<file path="config.mk">
export PLATFORM = sky130hd
export DESIGN_NAME = dbgcs_core
export DESIGN_NICKNAME = d
export VERILOG_FILES = /design/src/verilog/dbgcs_pkg.sv /design/src/verilog/dbgcs_core.sv
export SDC_FILE = /design/constraint.sdc
export NUM_CORES = 1
export LEC_CHECK = 0
export ABC_AREA = 0
export BUFFER_PORTS_ARGS = -buffer_cell sky130_fd_sc_hd__buf_2
export CORE_MARGIN = 2
export CORE_UTILIZATION = 46
export DETAILED_ROUTE_END_ITERATION = 16
export MAX_ROUTING_LAYER = met4
export PLACE_DENSITY = 0.87
export SLEW_MARGIN = 20
export SYNTH_ARGS = -nofsm -noshare
export SYNTH_HDL_FRONTEND = slang
export SYNTH_SLANG_ARGS = --single-unit
export TNS_END_PERCENT = 1
</file>
<file path="constraint.sdc">
create_clock -name sys_clk -period 1.84 [get_ports sys_clk]
set_input_delay 0.092 -clock sys_clk [delete_from_list [all_inputs] [get_ports sys_clk]]
set_output_delay 0.092 -clock sys_clk [all_outputs]
set_load 0.02 [all_outputs]
</file>
<file path="src/verilog/dbgcs_pkg.sv">
// Package for the debug-mode control and status block
`default_nettype none
package dbgcs_pkg;
	localparam logic [11:0] ADDR_TRIG_MATCH = 12'h7a2;
	localparam logic [11:0] ADDR_DBG_CTRL   = 12'h7b0;
	localparam logic [31:0] TRIG_MATCH_RST  = 32'h0000_0000;
	localparam int          VER_LSB         = 28;
	localparam logic [3:0]  VER_VAL         = 4'h4;
	localparam int          EBRK_BIT        = 15;
	localparam int          STEPIE_BIT      = 11;
	localparam int          STOPCNT_BIT     = 10;
	localparam int          STOPTIME_BIT    = 9;
	localparam int          CAUSE_LSB       = 6;
	localparam int          MPRVEN_BIT      = 4;
	localparam int          NMIP_BIT        = 3;
	localparam int          STEP_BIT        = 2;
	localparam logic [1:0]  PRV_MACHINE     = 2'h3;
	localparam logic [3:0]  MSIZE_MASKED    = 4'h1;
	localparam logic [2:0]  CAUSE_NONE      = 3'h0;
	localparam logic [2:0]  CAUSE_EBREAK    = 3'h1;
	localparam logic [2:0]  CAUSE_TRIGGER   = 3'h2;
	localparam logic [2:0]  CAUSE_HALTREQ   = 3'h3;
	localparam logic [2:0]  CAUSE_STEP      = 3'h4;
	localparam logic [2:0]  CAUSE_RSTHALT   = 3'h5;

	// Register access request from the pipeline
	typedef struct packed {
		logic        rd;
		logic        wr;
		logic [11:0] addr;
		logic [31:0] wdata;
	} dbgcs_csr_req_t;

	// Entry reasons seen in one cycle
	typedef struct packed {
		logic trigger;
		logic ebreak;
		logic rst_halt;
		logic halt_req;
		logic step_done;
	} dbgcs_entry_t;

	// Trigger configuration from the trigger control register
	typedef struct packed {
		logic [3:0] msize;
		logic       execute;
		logic       store;
		logic       load;
	} dbgcs_trig_cfg_t;
endpackage
`default_nettype wire

</file>
<file path="src/verilog/dbgcs_core.sv">
// Debug-mode control and status registers with trigger compare
// Overview of operation
// - Trigger match register holds 32-bit address or store data compare value.
// - Instruction address compares ignore bit zero of the match value.
// - Match-size one treats the match register as a mask.
// - Masked match compares top 31 minus lowest-zero-index bits.
// - Control register access outside Debug Mode raises illegal instruction.
// - Version field bits 31:28 read-only, always 4.
// - Breakpoint-enable set: machine ebreak enters Debug Mode, else ordinary exception.
// - Step-interrupt-enable zero blocks interrupts while stepping; one allows them.
// - Stop-count set freezes counters in Debug Mode and on entering ebreak.
// - Stop-time bit reads zero; timers keep running in Debug Mode.
// - Cause field records entry reason codes one to five.
// - Simultaneous reasons report highest priority: trigger, ebreak, reset halt, halt, step.
// - Halt out of reset reports cause five.
// - Read-only bit shows a pending non-maskable interrupt.
// - Step set outside Debug Mode runs one instruction then enters Debug Mode.
// - Stepped instruction with exception enters Debug Mode before the trap handler.
// - Privilege field always reads 3, machine mode.
// - Memory-privilege enable bit reads zero.
`default_nettype none
module dbgcs_core (
	// Clock and reset
	input  wire logic                       sys_clk,
	input  wire logic                       nrst,
	// Register access
	input  wire dbgcs_pkg::dbgcs_csr_req_t  csr_req,
	output logic [31:0]                     csr_rdata,
	output logic                            csr_illegal,
	// Hart state
	input  wire logic                       debug_mode,
	input  wire logic                       nmi_pending,
	input  wire logic                       ebreak_exec,
	input  wire logic                       instr_retired,
	input  wire logic                       instr_exception,
	input  wire logic                       irq_request,
	// Entry reasons
	input  wire dbgcs_pkg::dbgcs_entry_t    entry_in,
	// Trigger compare
	input  wire dbgcs_pkg::dbgcs_trig_cfg_t trig_cfg,
	input  wire logic [31:0]                cmp_value,
	input  wire logic                       cmp_is_instr,
	output logic                            trig_hit,
	// Control outputs
	output logic                            enter_debug,
	output logic                            ebreak_to_debug,
	output logic                            ebreak_exception,
	output logic                            irq_allowed,
	output logic                            counters_stop,
	output logic                            step_enable
);
	logic [31:0] trig_match_r;
	logic        ebrk_en_r;
	logic        stepie_r;
	logic        stopcnt_r;
	logic        step_r;
	logic [2:0]  cause_r;
	logic        nmip_r;
	logic [2:0]  cause_nxt;
	logic        any_entry;
	logic        step_entry;
	logic        in_step;
	logic        acc;
	logic        hit_dbg;
	logic        hit_trg;
	logic [31:0] mask;
	logic [31:0] a_val;
	logic [31:0] b_val;

	function automatic logic [31:0] top_mask(input logic [31:0] v);
		logic [31:0] m;
		logic        found;
		m = 32'hffff_ffff;
		found = 1'b0;
		for (int i = 0; i < 32; i++) begin
			if (!found && !v[i]) begin
				found = 1'b1;
				m = 32'hffff_ffff << (i + 1);
			end
		end
		return m;
	endfunction

	assign acc     = csr_req.rd | csr_req.wr;
	assign hit_dbg = csr_req.addr == dbgcs_pkg::ADDR_DBG_CTRL;
	assign hit_trg = csr_req.addr == dbgcs_pkg::ADDR_TRIG_MATCH;
	assign csr_illegal = acc & hit_dbg & ~debug_mode;

	// Trigger match storage
	always_ff @(posedge sys_clk or negedge nrst) begin
		if (!nrst) begin
			trig_match_r <= dbgcs_pkg::TRIG_MATCH_RST;
		end else if (csr_req.wr && hit_trg) begin
			trig_match_r <= csr_req.wdata;
		end
	end

	// Writable control bits; writes outside Debug Mode are dropped
	always_ff @(posedge sys_clk or negedge nrst) begin
		if (!nrst) begin
			ebrk_en_r <= 1'b0;
			stepie_r  <= 1'b0;
			stopcnt_r <= 1'b0;
			step_r    <= 1'b0;
		end else if (csr_req.wr && hit_dbg && debug_mode) begin
			ebrk_en_r <= csr_req.wdata[dbgcs_pkg::EBRK_BIT];
			stepie_r  <= csr_req.wdata[dbgcs_pkg::STEPIE_BIT];
			stopcnt_r <= csr_req.wdata[dbgcs_pkg::STOPCNT_BIT];
			step_r    <= csr_req.wdata[dbgcs_pkg::STEP_BIT];
		end
	end

	// Single step: one retired or faulting instruction ends the step
	assign in_step    = step_r & ~debug_mode;
	assign step_entry = in_step & (instr_retired | instr_exception);
	assign step_enable = in_step;

	// Entry priority encoder
	always_comb begin
		cause_nxt = dbgcs_pkg::CAUSE_NONE;
		if (entry_in.trigger) begin
			cause_nxt = dbgcs_pkg::CAUSE_TRIGGER;
		end else if (entry_in.ebreak || (ebreak_exec && ebrk_en_r)) begin
			cause_nxt = dbgcs_pkg::CAUSE_EBREAK;
		end else if (entry_in.rst_halt) begin
			cause_nxt = dbgcs_pkg::CAUSE_RSTHALT;
		end else if (entry_in.halt_req) begin
			cause_nxt = dbgcs_pkg::CAUSE_HALTREQ;
		end else if (entry_in.step_done || step_entry) begin
			cause_nxt = dbgcs_pkg::CAUSE_STEP;
		end
	end
	assign any_entry   = ~debug_mode & (cause_nxt != dbgcs_pkg::CAUSE_NONE);
	assign enter_debug = any_entry;

	// Cause is captured once per entry and then held
	always_ff @(posedge sys_clk or negedge nrst) begin
		if (!nrst) begin
			cause_r <= dbgcs_pkg::CAUSE_NONE;
		end else if (any_entry) begin
			cause_r <= cause_nxt;
		end
	end

	// Pin level from another domain passes two flops
	logic nmi_s1_r;
	always_ff @(posedge sys_clk or negedge nrst) begin
		if (!nrst) begin
			nmi_s1_r <= 1'b0;
			nmip_r   <= 1'b0;
		end else begin
			nmi_s1_r <= nmi_pending;
			nmip_r   <= nmi_s1_r;
		end
	end

	assign ebreak_to_debug  = ebreak_exec & ebrk_en_r & ~debug_mode;
	assign ebreak_exception = ebreak_exec & ~ebrk_en_r & ~debug_mode;
	// Interrupts pass only when not stepping or stepping with them enabled
	assign irq_allowed   = irq_request & ~debug_mode & (~in_step | stepie_r);
	// Timers are not stopped here: only counters see this
	assign counters_stop = stopcnt_r & (debug_mode | ebreak_to_debug);

	// Trigger compare
	always_comb begin
		mask  = 32'hffff_ffff;
		a_val = cmp_value;
		b_val = trig_match_r;
		if (trig_cfg.msize == dbgcs_pkg::MSIZE_MASKED) begin
			mask = top_mask(trig_match_r);
		end
		if (cmp_is_instr) begin
			mask[0] = 1'b0;
		end
	end
	assign trig_hit = (trig_cfg.load | trig_cfg.store | trig_cfg.execute)
		& (((a_val ^ b_val) & mask) == 32'h0000_0000);

	// Read data, registered
	always_ff @(posedge sys_clk or negedge nrst) begin
		if (!nrst) begin
			csr_rdata <= 32'h0000_0000;
		end else if (csr_req.rd && hit_trg) begin
			csr_rdata <= trig_match_r;
		end else if (csr_req.rd && hit_dbg && debug_mode) begin
			csr_rdata <= '0;
			csr_rdata[31:dbgcs_pkg::VER_LSB]                    <= dbgcs_pkg::VER_VAL;
			csr_rdata[dbgcs_pkg::EBRK_BIT]                      <= ebrk_en_r;
			csr_rdata[dbgcs_pkg::STEPIE_BIT]                    <= stepie_r;
			csr_rdata[dbgcs_pkg::STOPCNT_BIT]                   <= stopcnt_r;
			csr_rdata[dbgcs_pkg::STOPTIME_BIT]                  <= 1'b0;
			csr_rdata[dbgcs_pkg::CAUSE_LSB+2:dbgcs_pkg::CAUSE_LSB] <= cause_r;
			csr_rdata[dbgcs_pkg::MPRVEN_BIT]                    <= 1'b0;
			csr_rdata[dbgcs_pkg::NMIP_BIT]                      <= nmip_r;
			csr_rdata[dbgcs_pkg::STEP_BIT]                      <= step_r;
			csr_rdata[1:0]                                      <= dbgcs_pkg::PRV_MACHINE;
		end else if (csr_req.rd) begin
			csr_rdata <= 32'h0000_0000;
		end
	end

	// Checks
	property p_illegal;
		@(posedge sys_clk) disable iff (!nrst)
		(acc && hit_dbg && !debug_mode) |-> csr_illegal;
	endproperty
	a_illegal: assert property (p_illegal) else $error("control access outside debug not flagged");

	property p_ver;
		@(posedge sys_clk) disable iff (!nrst)
		(csr_req.rd && hit_dbg && debug_mode) |=> (csr_rdata[31:28] == 4'h4 && csr_rdata[1:0] == 2'h3);
	endproperty
	a_ver: assert property (p_ver) else $error("version or privilege wrong");

	property p_ebrk;
		@(posedge sys_clk) disable iff (!nrst)
		(ebreak_exec && !debug_mode) |-> (ebreak_to_debug != ebreak_exception);
	endproperty
	a_ebrk: assert property (p_ebrk) else $error("ebreak routed both or neither way");

	property p_irq;
		@(posedge sys_clk) disable iff (!nrst)
		(in_step && !stepie_r) |-> !irq_allowed;
	endproperty
	a_irq: assert property (p_irq) else $error("interrupt passed while stepping");

	property p_cnt;
		@(posedge sys_clk) disable iff (!nrst)
		(stopcnt_r && debug_mode) |-> counters_stop;
	endproperty
	a_cnt: assert property (p_cnt) else $error("counters not stopped");

	property p_prio;
		@(posedge sys_clk) disable iff (!nrst)
		(entry_in.trigger && !debug_mode) |=> (cause_r == 3'h2);
	endproperty
	a_prio: assert property (p_prio) else $error("trigger not top priority");

	property p_hold;
		@(posedge sys_clk) disable iff (!nrst)
		!any_entry |=> (cause_r == $past(cause_r));
	endproperty
	a_hold: assert property (p_hold) else $error("cause changed without entry");

	property p_step;
		@(posedge sys_clk) disable iff (!nrst)
		(step_r && !debug_mode && instr_retired) |-> (enter_debug ##1 cause_r != 3'h0);
	endproperty
	a_step: assert property (p_step) else $error("step did not enter debug");

	property p_instr_lsb;
		@(posedge sys_clk) disable iff (!nrst)
		(cmp_is_instr && trig_cfg.execute && ((cmp_value ^ trig_match_r) == 32'h1)) |-> trig_hit;
	endproperty
	a_instr_lsb: assert property (p_instr_lsb) else $error("bit zero not ignored");

	// A refused write must leave every writable control bit as it was
	property p_drop;
		@(posedge sys_clk) disable iff (!nrst)
		(csr_req.wr && hit_dbg && !debug_mode) |=> ({ebrk_en_r, stepie_r, stopcnt_r, step_r} == $past({ebrk_en_r, stepie_r, stopcnt_r, step_r}));
	endproperty
	a_drop: assert property (p_drop) else $error("control bits changed by refused write");

	property p_ctrl_wr;
		@(posedge sys_clk) disable iff (!nrst)
		(csr_req.wr && hit_dbg && debug_mode) |=> (ebrk_en_r == $past(csr_req.wdata[15]) && stepie_r == $past(csr_req.wdata[11]) && stopcnt_r == $past(csr_req.wdata[10]) && step_r == $past(csr_req.wdata[2]));
	endproperty
	a_ctrl_wr: assert property (p_ctrl_wr) else $error("control write not taken");

	property p_trg_wr;
		@(posedge sys_clk) disable iff (!nrst)
		(csr_req.wr && hit_trg) |=> (trig_match_r == $past(csr_req.wdata));
	endproperty
	a_trg_wr: assert property (p_trg_wr) else $error("match value write lost");

	property p_trg_rd;
		@(posedge sys_clk) disable iff (!nrst)
		(csr_req.rd && hit_trg) |=> (csr_rdata == $past(trig_match_r));
	endproperty
	a_trg_rd: assert property (p_trg_rd) else $error("match value read wrong");

	property p_exact;
		@(posedge sys_clk) disable iff (!nrst)
		(trig_cfg.msize == 4'h0 && (trig_cfg.load || trig_cfg.store || trig_cfg.execute) && !cmp_is_instr) |-> (trig_hit == (cmp_value == trig_match_r));
	endproperty
	a_exact: assert property (p_exact) else $error("exact compare wrong");

	// Compared bits are those above the lowest zero, found here by an add instead of a scan
	property p_masked;
		@(posedge sys_clk) disable iff (!nrst)
		(trig_cfg.msize == 4'h1 && (trig_cfg.load || trig_cfg.store || trig_cfg.execute) && trig_match_r != 32'hffff_ffff) |-> (trig_hit == (((cmp_value ^ trig_match_r) & ~(trig_match_r ^ (trig_match_r + 32'h0000_0001))) == 32'h0000_0000));
	endproperty
	a_masked: assert property (p_masked) else $error("masked compare wrong");

	property p_stoptime;
		@(posedge sys_clk) disable iff (!nrst)
		(csr_req.rd && hit_dbg && debug_mode) |=> (csr_rdata[9] == 1'b0);
	endproperty
	a_stoptime: assert property (p_stoptime) else $error("stop-time bit not zero");

	property p_mprven;
		@(posedge sys_clk) disable iff (!nrst)
		(csr_req.rd && hit_dbg && debug_mode) |=> (csr_rdata[4] == 1'b0);
	endproperty
	a_mprven: assert property (p_mprven) else $error("memory-privilege enable not zero");

	property p_cause_rd;
		@(posedge sys_clk) disable iff (!nrst)
		(csr_req.rd && hit_dbg && debug_mode) |=> (csr_rdata[8:6] == $past(cause_r));
	endproperty
	a_cause_rd: assert property (p_cause_rd) else $error("cause field read wrong");

	property p_rsthalt;
		@(posedge sys_clk) disable iff (!nrst)
		(entry_in.rst_halt && !entry_in.trigger && !entry_in.ebreak && !ebreak_exec && !debug_mode) |=> (cause_r == 3'h5);
	endproperty
	a_rsthalt: assert property (p_rsthalt) else $error("reset halt cause wrong");

	property p_nmip;
		@(posedge sys_clk) disable iff (!nrst)
		($past(nrst, 1) && $past(nrst, 2)) |-> (nmip_r == $past(nmi_pending, 2));
	endproperty
	a_nmip: assert property (p_nmip) else $error("pending interrupt bit lag wrong");

	property p_step_exc;
		@(posedge sys_clk) disable iff (!nrst)
		(step_r && !debug_mode && instr_exception) |-> enter_debug;
	endproperty
	a_step_exc: assert property (p_step_exc) else $error("faulting step did not enter debug");

	property p_step_dbg;
		@(posedge sys_clk) disable iff (!nrst)
		debug_mode |-> !step_enable;
	endproperty
	a_step_dbg: assert property (p_step_dbg) else $error("stepping while in debug");

	property p_irq_on;
		@(posedge sys_clk) disable iff (!nrst)
		(in_step && stepie_r && irq_request) |-> irq_allowed;
	endproperty
	a_irq_on: assert property (p_irq_on) else $error("interrupt blocked with step interrupts on");

	// Counters run freely outside debug unless an ebreak enters it; timers never see the stop
	property p_cnt_run;
		@(posedge sys_clk) disable iff (!nrst)
		(!debug_mode && !ebreak_exec) |-> !counters_stop;
	endproperty
	a_cnt_run: assert property (p_cnt_run) else $error("counters stopped while running");

	property p_prio_ebrk;
		@(posedge sys_clk) disable iff (!nrst)
		(entry_in.ebreak && !entry_in.trigger && !debug_mode) |=> (cause_r == 3'h1);
	endproperty
	a_prio_ebrk: assert property (p_prio_ebrk) else $error("ebreak cause priority wrong");
endmodule
`default_nettype wire

</file>
==> results of run 1 <==
cells by family after synthesis:
| kind of cell | share of synthesized area |
|---|---|
| AO/OA/AOI/OAI | 0.1606 |
| multiplexers | 0.09820 |
| AND/OR/NAND/NOR | 0.1958 |
| buffers and inverters | 0.06182 |
| flip-flops | 0.4318 |
| XOR/XNOR | 0.05176 |
power breakdown:
part	total, W	switching [W]	leakage [nW]	internal [W]
Sequential	0.00165	0.0000182	0.990	0.00163
Clock	0.00132	0.000580	0.107	0.000738
Combinational	0.000457	0.000233	1.96	0.000225
area by class of cell:
class                      instances  area, µm²
antenna                            1      2.502
clock buffer                      14      172.7
clock inverter                     2      35.03
fill                             695       2658
inverter                          40      150.1
multi-input combinational        311       2192
sequential                        73       1829
tap                              108      135.1
timing repair buffer             250       1632
state kept, by name, indices dropped and copies added, names as in the netlist:
name,flops
ebrk_en_r,1
b_val,32
nmi_s1_r,1
nmip_r,1
cause_r,3
csr_rdata,32
stepie_r,1
step_r,1
stopcnt_r,1
worst paths after layout:
kind                            startpoint            to  slack, ps  cells past startpoint
min in group asynchronous             nrst  csr_rdata[0]        250                      2
worst min-delay path            csr_req[9]      b_val[9]          8                      2
worst min register to register    nmi_s1_r        nmip_r        350                      0
worst max-delay path             b_val[20]      trig_hit       -830                      8
max in group asynchronous             nrst     b_val[10]        990                      3
worst max register to register      step_r    cause_r[1]        400                      7
synth_stat cells (2+ instances only):
library cell	instances	area (µm²)
nor3b_1	2	15.01
a41o_1	2	20.02
nor4_1	2	12.51
and3_1	6	37.54
a221o_1	2	20.02
o211ai_1	2	15.01
xor2_1	4	35.03
a221oi_1	2	17.52
a21oi_1	32	160.2
mux2_2	34	382.9
a22oi_1	8	60.06
nand2b_1	7	43.79
inv_1	40	150.1
or2_2	2	12.51
nor4_4	2	42.54
nor4b_1	2	17.52
dfrtp_1	73	1827
nand3b_1	4	30.03
buf_2	14	70.07
o2111ai_1	2	17.52
clkbuf_1	11	41.29
a31oi_1	4	25.02
nand3_1	28	140.1
nand4_1	11	68.82
a311oi_1	2	17.52
a211oi_1	2	15.01
nor2b_1	6	37.54
nand2_1	15	56.30
o31ai_1	2	15.01
xnor2_1	21	183.9
nor3_1	8	40.04
o21ai_0	39	195.2
and2_1	2	12.51
nand4_2	2	25.02
mux2_1	2	22.52
nor2_1	27	101.4
layer usage:
layer  up-vias  share of wire  track usage
met3        21          0.052      0.04109
met5         -              0            -
li1       2078              -            -
met1      2055           0.42       0.3273
met2       165           0.52       0.4740
met4         0          0.015      0.06639
repair_timing:
item / 4_1_cts / 5_1_grt
setup buffers: 0 / 0
gates cloned: 0 / 0
pin swaps: 3 / 1
resized for setup: 6 / 2
endpoints found under the setup margin: 2 / 2
hold endpoints to repair: 60 / 0
hold buffers: 28 / 0
stage by stage:
step / cell area [µm²] / setup WS (ps) / util / instances
6_report: 6148 / -829.7 / 0.6982 / 799
5_1_grt: 6148 / -1004 / 0.6982 / 799
4_1_cts: 6135 / -863.6 / 0.6966 / 798
3_5_place_dp: 5634 / -539.4 / 0.6398 / 754
3_3_place_gp: 5634 / -449.1 / 0.6398 / 754
2_1_floorplan: 4278 / -302.5 / - / 449
==> parameters.txt, run 1 <==
Parameter                              Value

Status
  Run status ... finished, violations left
  Violated checks ... negative setup slack

GRT
  GRT overflow ... 0
  Global-route wire length before repair ... 20.80 mm
  Vias in the first global route ... 4,375
  Pin count of the biggest net entering global routing ... 41
  Overall Global Routing Usage ... 0.2697
  Number of antenna violations at the first check in global routing ... 1

Power
  PD cells ... 557.1 nW/µm²
  PnR Total Power ... 0.003425 W
  Highest ir drop seen on vdd ... 366.6 µV
  Leakage ... 3.057 nW

Route
  1st-iter DRT viols ... 184
  Number of detailed-routing iterations run before antenna repair ... 5
  Final antenna-violating net count ... 0
  Via density per instance ... 5.406
  Post-route DRC violation count ... 0
  Average detailed-routed wire length per instance ... 16.01 µm
  Via count ... 4,319
  Final WL ... 12.79 mm

Setup path
  Worst path required time ... 1750 ps
  Data arrival time of the critical path ... 2580 ps
  Dominant delay contributor by cell family on the critical path ... simple AND/OR/NAND/NOR gates
  Cell-by-cell listing of the critical path ... nand4_1, nor4_4, nand4_1, a311oi_1, and3_1, a211oi_1, nor4_4, buf_4
  Worst Path Class, Setup ... flop to primary output
  Delay contributed by the slowest stage of the critical path ... 410 ps
  Maximum net fanout on the critical path ... 3
  Element type at the critical path start ... flop
  Element type at the critical path end ... primary output
  Number of buffers and inverters on the critical path ... 1
  Library cell contributing the largest single delay on the critical path ... dfrtp_1

Timing
  Share of the cycle needed by the critical path after routing ... 1.451
  Number of hold violations in the final report ... 0
  Worst Skew ... 7.830 ps
  Final hold slack ... 7.876 ps
  Post-Route Setup TNS ... -829.7 ps
  Number of endpoints failing setup at the final stage ... 1
  Highest Clock Rate ... 374.6 MHz
  Tightest Pin Transition ... 492.3 ps
  Headroom to the max-slew limit ... 0.6718
  Number of slew-limit violations in the final report ... 0
  Crit path setup slack, layout ... -829.7 ps
  Clock period minus worst slack ... 2670 ps
  Unrepaired setup endpoints after global routing ... yes

Clocking
  Clock tree root buffer cell ... clkbuf_8
  Total CTS buffers ... 9
  Clock transition at the registers of the reported paths ... 70 ps
  Depth of the CTS H-tree ... 3
  CTS tree ... done
  TritonCTS sink count ... 73
  Clock insertion delay at the later pin of the skew report ... 340 ps
  CTS max path bufs ... 2

Synth
  Number of unique standard cell types used by synthesis ... 61
  Number of enable-type register cells in the synthesized netlist ... 0
  Synthesis warning total ... 0
  Total of flip-flops plus latches after synthesis ... 73
  Share of the yosys chip area belonging to registers ... 0.4318
  Synthesized instance count ... 449
  Primary flip-flop cell chosen by synthesis mapping ... dfrtp_1
  Synthesized area divided by synthesized cell count ... 9.422 µm²
  Fraction of registers with async set or reset after synthesis ... 1.000
  Total standard cell area after synthesis ... 4230 µm²
  Net count after synthesis ... 548

Placed design
  Weighted congestion at the end of routability-driven global placement ... 0.9363
  IO Port Bufs ... 138
  Post-detailed-placement half-perimeter wirelength ... 9.868 mm

Floorplanning
  Site Rows ... 34
  Area inside the core boundary ... 8806 µm²
  Die Y ... 99.90 µm
  Die area ... 9979 µm²
  Starting density of the core ... 0.4804
  Chip width ... 99.90 µm
  Top-level I/O count ... 139

Flow run
  Max-cap violations ... 0

Finish
  Proportion of layout cells with a drive suffix above 1 ... 0.4246
  Top library cells by usage in the layout, fill and taps aside ... buf_2, buf_4, dfrtp_1
  Commonest non-fill, non-tap cell in the layout ... buf_2
  Area added between synthesis and finish ... 45.34%
  Number of nets in the finished design ... 784

Hold path
  Path class of the lowest-slack min-delay path ... primary input to flop
(Power assumes the default switching activity.)
==> inputs of run 2 (changes only) <==
==> constraint.sdc (replaced) <==
create_clock -name sys_clk -period 2.4 [get_ports sys_clk]
set_input_delay 0.12 -clock sys_clk [delete_from_list [all_inputs] [get_ports sys_clk]]
set_output_delay 0.12 -clock sys_clk [all_outputs]
set_load 0.02 [all_outputs]
==> parameters.txt, run 2 (same netlist as run 1, synthesis figures left out) <==
Parameter                              Value

Timing
  Clock period minus worst slack ... 2772 ps
  Number of slew-limit violations in the final report ... 0
  Headroom to the max-slew limit ... 0.3834
  Worst Skew ... 7.731 ps
  Share of the cycle needed by the critical path after routing ... 1.155
  Highest Clock Rate ... 360.7 MHz
  Tightest Pin Transition ... 925.0 ps
  Number of hold violations in the final report ... 0
  Unrepaired setup endpoints after global routing ... yes
  Crit path setup slack, layout ... -372.1 ps
  Number of endpoints failing setup at the final stage ... 1

Placed design
  Post-DP Area ... 5248 µm²
  IO Port Bufs ... 138
  Cell Count Post-Placement ... 710
  Post-detailed-placement half-perimeter wirelength ... 9.172 mm
  Weighted congestion at the end of routability-driven global placement ... 0.9440

Clocking
  Clock transition at the registers of the reported paths ... 80 ps
  Total CTS buffers ... 9
  Clock tree root buffer cell ... clkbuf_8
  CTS tree ... done
  TritonCTS sink count ... 73
  Depth of the CTS H-tree ... 3
  CTS max path bufs ... 2
  Clock insertion delay at the later pin of the skew report ... 340 ps

Route
  Via density per instance ... 5.535
  Via count ... 4,129
  Number of detailed-routing iterations run before antenna repair ... 5
  Post-route DRC violation count ... 0
  Final WL ... 12.40 mm
  1st-iter DRT viols ... 131
  Average detailed-routed wire length per instance ... 16.63 µm
  Final antenna-violating net count ... 0

Setup path
  Worst Path Class, Setup ... flop to primary output
  Dominant delay contributor by cell family on the critical path ... buffers and inverters
  Maximum net fanout on the critical path ... 4
  Delay contributed by the slowest stage of the critical path ... 400 ps
  Data arrival time of the critical path ... 2650 ps
  Most numerous cell on the critical path ... buf_4
  Element type at the critical path start ... flop
  Library cell contributing the largest single delay on the critical path ... dfrtp_2
  Cell-by-cell listing of the critical path ... buf_6, and4_4, nand4_1, buf_4, a2111oi_4, buf_4, a221o_1, o221ai_2, nor4_2, buf_4
  Worst path required time ... 2280 ps
  Number of buffers and inverters on the critical path ... 4
  Element type at the critical path end ... primary output

Finish
  Number of antenna repair diodes ... 0
  Proportion of layout cells with a drive suffix above 1 ... 0.4342
  Number of nets in the finished design ... 733
  Commonest non-fill, non-tap cell in the layout ... buf_2
  Area added between synthesis and finish ... 34.96%
  Top library cells by usage in the layout, fill and taps aside ... buf_2, dfrtp_1, buf_4
  Final Cell Area ... 5709 µm²
  Final Instance Count excl. Fillers ... 746

GRT
  GRT overflow ... 0
  Number of antenna violations at the first check in global routing ... 0
  Pin count of the biggest net entering global routing ... 74
  Overall Global Routing Usage ... 0.2598
  Vias in the first global route ... 4,197
  Global-route wire length before repair ... 20.11 mm

Floorplanning
  Site Rows ... 34
  Die area ... 9979 µm²
  Die Y ... 99.90 µm
  Chip width ... 99.90 µm
  Starting density of the core ... 0.4804
  Area inside the core boundary ... 8806 µm²
  Top-level I/O count ... 139

Power
  PD cells ... 419.2 nW/µm²
  Highest ir drop seen on vdd ... 248.8 µV
  Leakage ... 2.786 nW

Hold path
  Path class of the lowest-slack min-delay path ... primary input to flop

Status
  Run status ... finished, violations left
  Violated checks ... negative setup slack

Flow run
  Max-cap violations ... 0
-- run 2: cell count changes in the layout (fill, tap and decap cells not counted), sizes merged --
cell	change
buf	-28
dlygate4sd3	-23
clkbuf	-5
clkinv	+4
bufinv	-1
clkinvlp	+1
diode	-1
-- run 2: layout make-up --
cell class                      instances  area (µm²)
Clock buffer                            9       123.9
Clock inverter                          6       36.28
Fill cell                             737        3097
Inverter                               40       150.1
Multi-Input combinational cell        311        2251
Sequential cell                        73        1839
Tap cell                              108       135.1
Timing Repair Buffer                  199        1174
-- run 2: power by group --
group	total (W)	leakage, nW	internal [W]	switching, W
sequential	0.00127	0.976	0.00125	0.0000151
clock	0.000822	0.0846	0.000364	0.000458
combinational	0.000305	1.72	0.000133	0.000172
total	0.00239	2.79	0.00175	0.000646
-- run 2: metal layers --
metal / up-vias / wire (µm) / global-route usage
li1: 1966 / - / -
met4: 0 / 225 / 0.08008
met1: 1977 / 5117 / 0.3169
met5: - / 0 / -
met2: 164 / 6406 / 0.4506
met3: 22 / 654 / 0.03412
-- run 2: worst paths after layout --
path / start / end / slack (ps) / depth (start not counted)
hold / removal: csr_req[14] / b_val[14] / 10 / 2
min in group asynchronous: nrst / nmi_s1_r / 460 / 2
setup reg to reg: step_r / cause_r[1] / 820 / 7
setup / recovery: b_val[8] / trig_hit / -370 / 10
hold reg to reg: nmi_s1_r / nmip_r / 370 / 0
max in group asynchronous: nrst / b_val[19] / 1280 / 2
-- run 2: metrics by stage --
stage	setup TNS, ps	utilization	worst slack, ps	total power, W	hold WS [ps]
2_1_floorplan	0	-	73.39	0.001409	-175.6
3_3_place_gp	-126.8	0.5959	-126.8	0.001569	230.7
3_5_place_dp	-190.3	0.5959	-190.3	0.001578	237.5
4_1_cts	-316.5	0.6358	-316.5	0.002405	4.329
5_1_grt	-532.6	0.6483	-532.6	0.002497	0.9769
6_report	-372.1	0.6483	-372.1	0.002393	13.94
-- run 2: what timing repair did --
action / 4_1_cts / 5_1_grt
pin swaps: 12 / 8
cloned: 0 / 0
endpoints found under the setup margin: 1 / 1
hold buffers: 5 / 0
setup buffers: 10 / 7
gates resized for setup: 21 / 9
hold endpoints to repair: 77 / 0
==> inputs of run 3 (changes only) <==
==> constraint.sdc (replaced) <==
create_clock -name sys_clk -period 2.4 [get_ports sys_clk]
set_input_delay 0.72 -clock sys_clk [delete_from_list [all_inputs] [get_ports sys_clk]]
set_output_delay 0.72 -clock sys_clk [all_outputs]
set_load 0.02 [all_outputs]
==> parameters.txt, run 3 (same netlist as run 1, synthesis figures left out) <==
Parameter                              Value

Finish
  Commonest non-fill, non-tap cell in the layout ... buf_2
  Number of nets in the finished design ... 758
  Total area of sequential cells ... 1838 µm²
  Top library cells by usage in the layout, fill and taps aside ... buf_2, buf_4, dfrtp_1
  Final Cell Area ... 5946 µm²
  Proportion of layout cells with a drive suffix above 1 ... 0.4630
  Number of fillers in the final layout ... 725
  Area added between synthesis and finish ... 40.55%
  Final Core Density ... 0.6752
  Final Instance Count excl. Fillers ... 772
  Multi-input gate area in the final layout ... 2228 µm²

Timing
  Worst Skew ... 12.53 ps
  Clock period minus worst slack ... 3392 ps
  Number of hold violations in the final report ... 0
  Number of endpoints failing setup at the final stage ... 2
  Unrepaired setup endpoints after global routing ... yes
  Highest Clock Rate ... 294.8 MHz
  Headroom to the max-slew limit ... 0.6245
  Crit path setup slack, layout ... -992.0 ps
  Tightest Pin Transition ... 563.2 ps
  Number of slew-limit violations in the final report ... 0
  Share of the cycle needed by the critical path after routing ... 1.413

Clocking
  Clock tree root buffer cell ... clkbuf_8
  Post CTS Setup Buffer Count ... 0
  Clock insertion delay at the later pin of the skew report ... 350 ps
  Total CTS buffers ... 9
  TritonCTS sink count ... 73
  Clock transition at the registers of the reported paths ... 90 ps
  CTS tree ... done
  Depth of the CTS H-tree ... 3
  CTS max path bufs ... 2

Placed design
  IO Port Bufs ... 138
  Cell Count Post-Placement ... 756
  Worst setup slack before clock tree synthesis ... -1003 ps
  Post-DP Area ... 5667 µm²
  Post-detailed-placement half-perimeter wirelength ... 9.789 mm
  Weighted congestion at the end of routability-driven global placement ... 0.9290

Flow run
  Max-cap violations ... 0

Setup path
  Maximum net fanout on the critical path ... 5
  Element type at the critical path end ... primary output
  Worst Path Class, Setup ... flop to primary output
  Delay contributed by the slowest stage of the critical path ... 430 ps
  Worst path required time ... 1680 ps
  Cell-by-cell listing of the critical path ... nand4_4, nor4_4, buf_4, a31oi_2, a311oi_2, and3_1, a211oi_1, nor4_4, buf_4
  Element type at the critical path start ... flop
  Data arrival time of the critical path ... 2670 ps
  Library cell contributing the largest single delay on the critical path ... dfrtp_2

GRT
  Global-route wire length before repair ... 20.44 mm
  Global route hottest layer ... met2
  Vias in the first global route ... 4,448
  Met1 usage ... 0.3033
  GRT overflow ... 0
  Pin count of the biggest net entering global routing ... 65
  Overall Global Routing Usage ... 0.2641
  Number of antenna violations at the first check in global routing ... 1
  Met2 global-route usage ... 0.4673
  Met3 usage ... 0.05571

Hold path
  Path class of the lowest-slack min-delay path ... primary input to asynchronous set/reset pin

Route
  Post-route DRC violation count ... 0
  Via density per instance ... 5.504
  1st-iter DRT viols ... 164
  Number of detailed-routing iterations run before antenna repair ... 5
  Final antenna-violating net count ... 0
  Final WL ... 12.58 mm
  Average detailed-routed wire length per instance ... 16.30 µm
  Via count ... 4,249

Floorplanning
  Starting density of the core ... 0.4804
  Area inside the core boundary ... 8806 µm²
  Die Y ... 99.90 µm
  Die area ... 9979 µm²
  Chip width ... 99.90 µm
  Site Rows ... 34
  Top-level I/O count ... 139

Power
  Leakage ... 2.950 nW
  Highest ir drop seen on vdd ... 274.6 µV
  PD cells ... 430.7 nW/µm²

Status
  Violated checks ... negative setup slack
  Run status ... finished, violations left
[run 3: cell type report]
cell class                 instances  share of cell area
tap                              108             0.02273
antenna                            1           0.0004209
sequential                        73              0.3091
inverter                          40             0.02525
timing repair buffer             224              0.2351
multi-input combinational        311              0.3748
clock inverter                     5            0.009470
clock buffer                      10             0.02315
[run 3: worst paths after layout]
kind                                from  depth (start not counted)       endpoint  slack [ps]
worst max-delay path            b_val[8]                          9       trig_hit        -990
min in group sys_clk            nmi_s1_r                          0         nmip_r         350
worst min-delay path                nrst                          1  csr_rdata[31]         310
max in group asynchronous           nrst                          2       b_val[2]        1500
worst min register to register  nmi_s1_r                          0         nmip_r         350
worst max register to register    step_r                          8     cause_r[1]         940
[run 3: what timing repair did]
action	in CTS	in global routing
pin swaps	3	3
resized for setup	16	11
setup endpoints to repair	3	4
hold buffers	0	0
[run 3: per-stage QoR]
| stage | TNS, ps | power, W | hold WS, ps |
|---|---|---|---|
| 3_3_place_gp | -6774 | 0.001592 | 333.2 |
| 4_1_cts | -1416 | 0.002568 | 315.7 |
| 5_1_grt | -1688 | 0.002652 | 331.1 |
| 3_5_place_dp | -10990 | 0.001603 | 335.6 |
| 6_report | -1416 | 0.002561 | 309.3 |
| 2_1_floorplan | -2978 | 0.001410 | 331.2 |
[run 3: worst max-delay path: cells and delay by family, from the launching register on]
kind / cells / cell delay [ps]
DFF: 1 / 430
AOI/OAI and AO/OA: 3 / 460
buffers and inverters: 2 / 390
and+or+nand+nor: 4 / 1050
[run 3: power by group]
group | total, W | switching (W) | internal (W)
combinational | 0.000322 | 0.000174 | 0.000148
sequential | 0.00126 | 0.0000133 | 0.00125
clock | 0.000975 | 0.000474 | 0.000501
total | 0.00256 | 0.000661 | 0.00190
[run 3: per-layer routing]
layer,vias to the layer above,wire [µm]
li1,2025,-
met1,2040,5020
met2,160,6622
met3,24,766
met4,0,171
met5,-,0
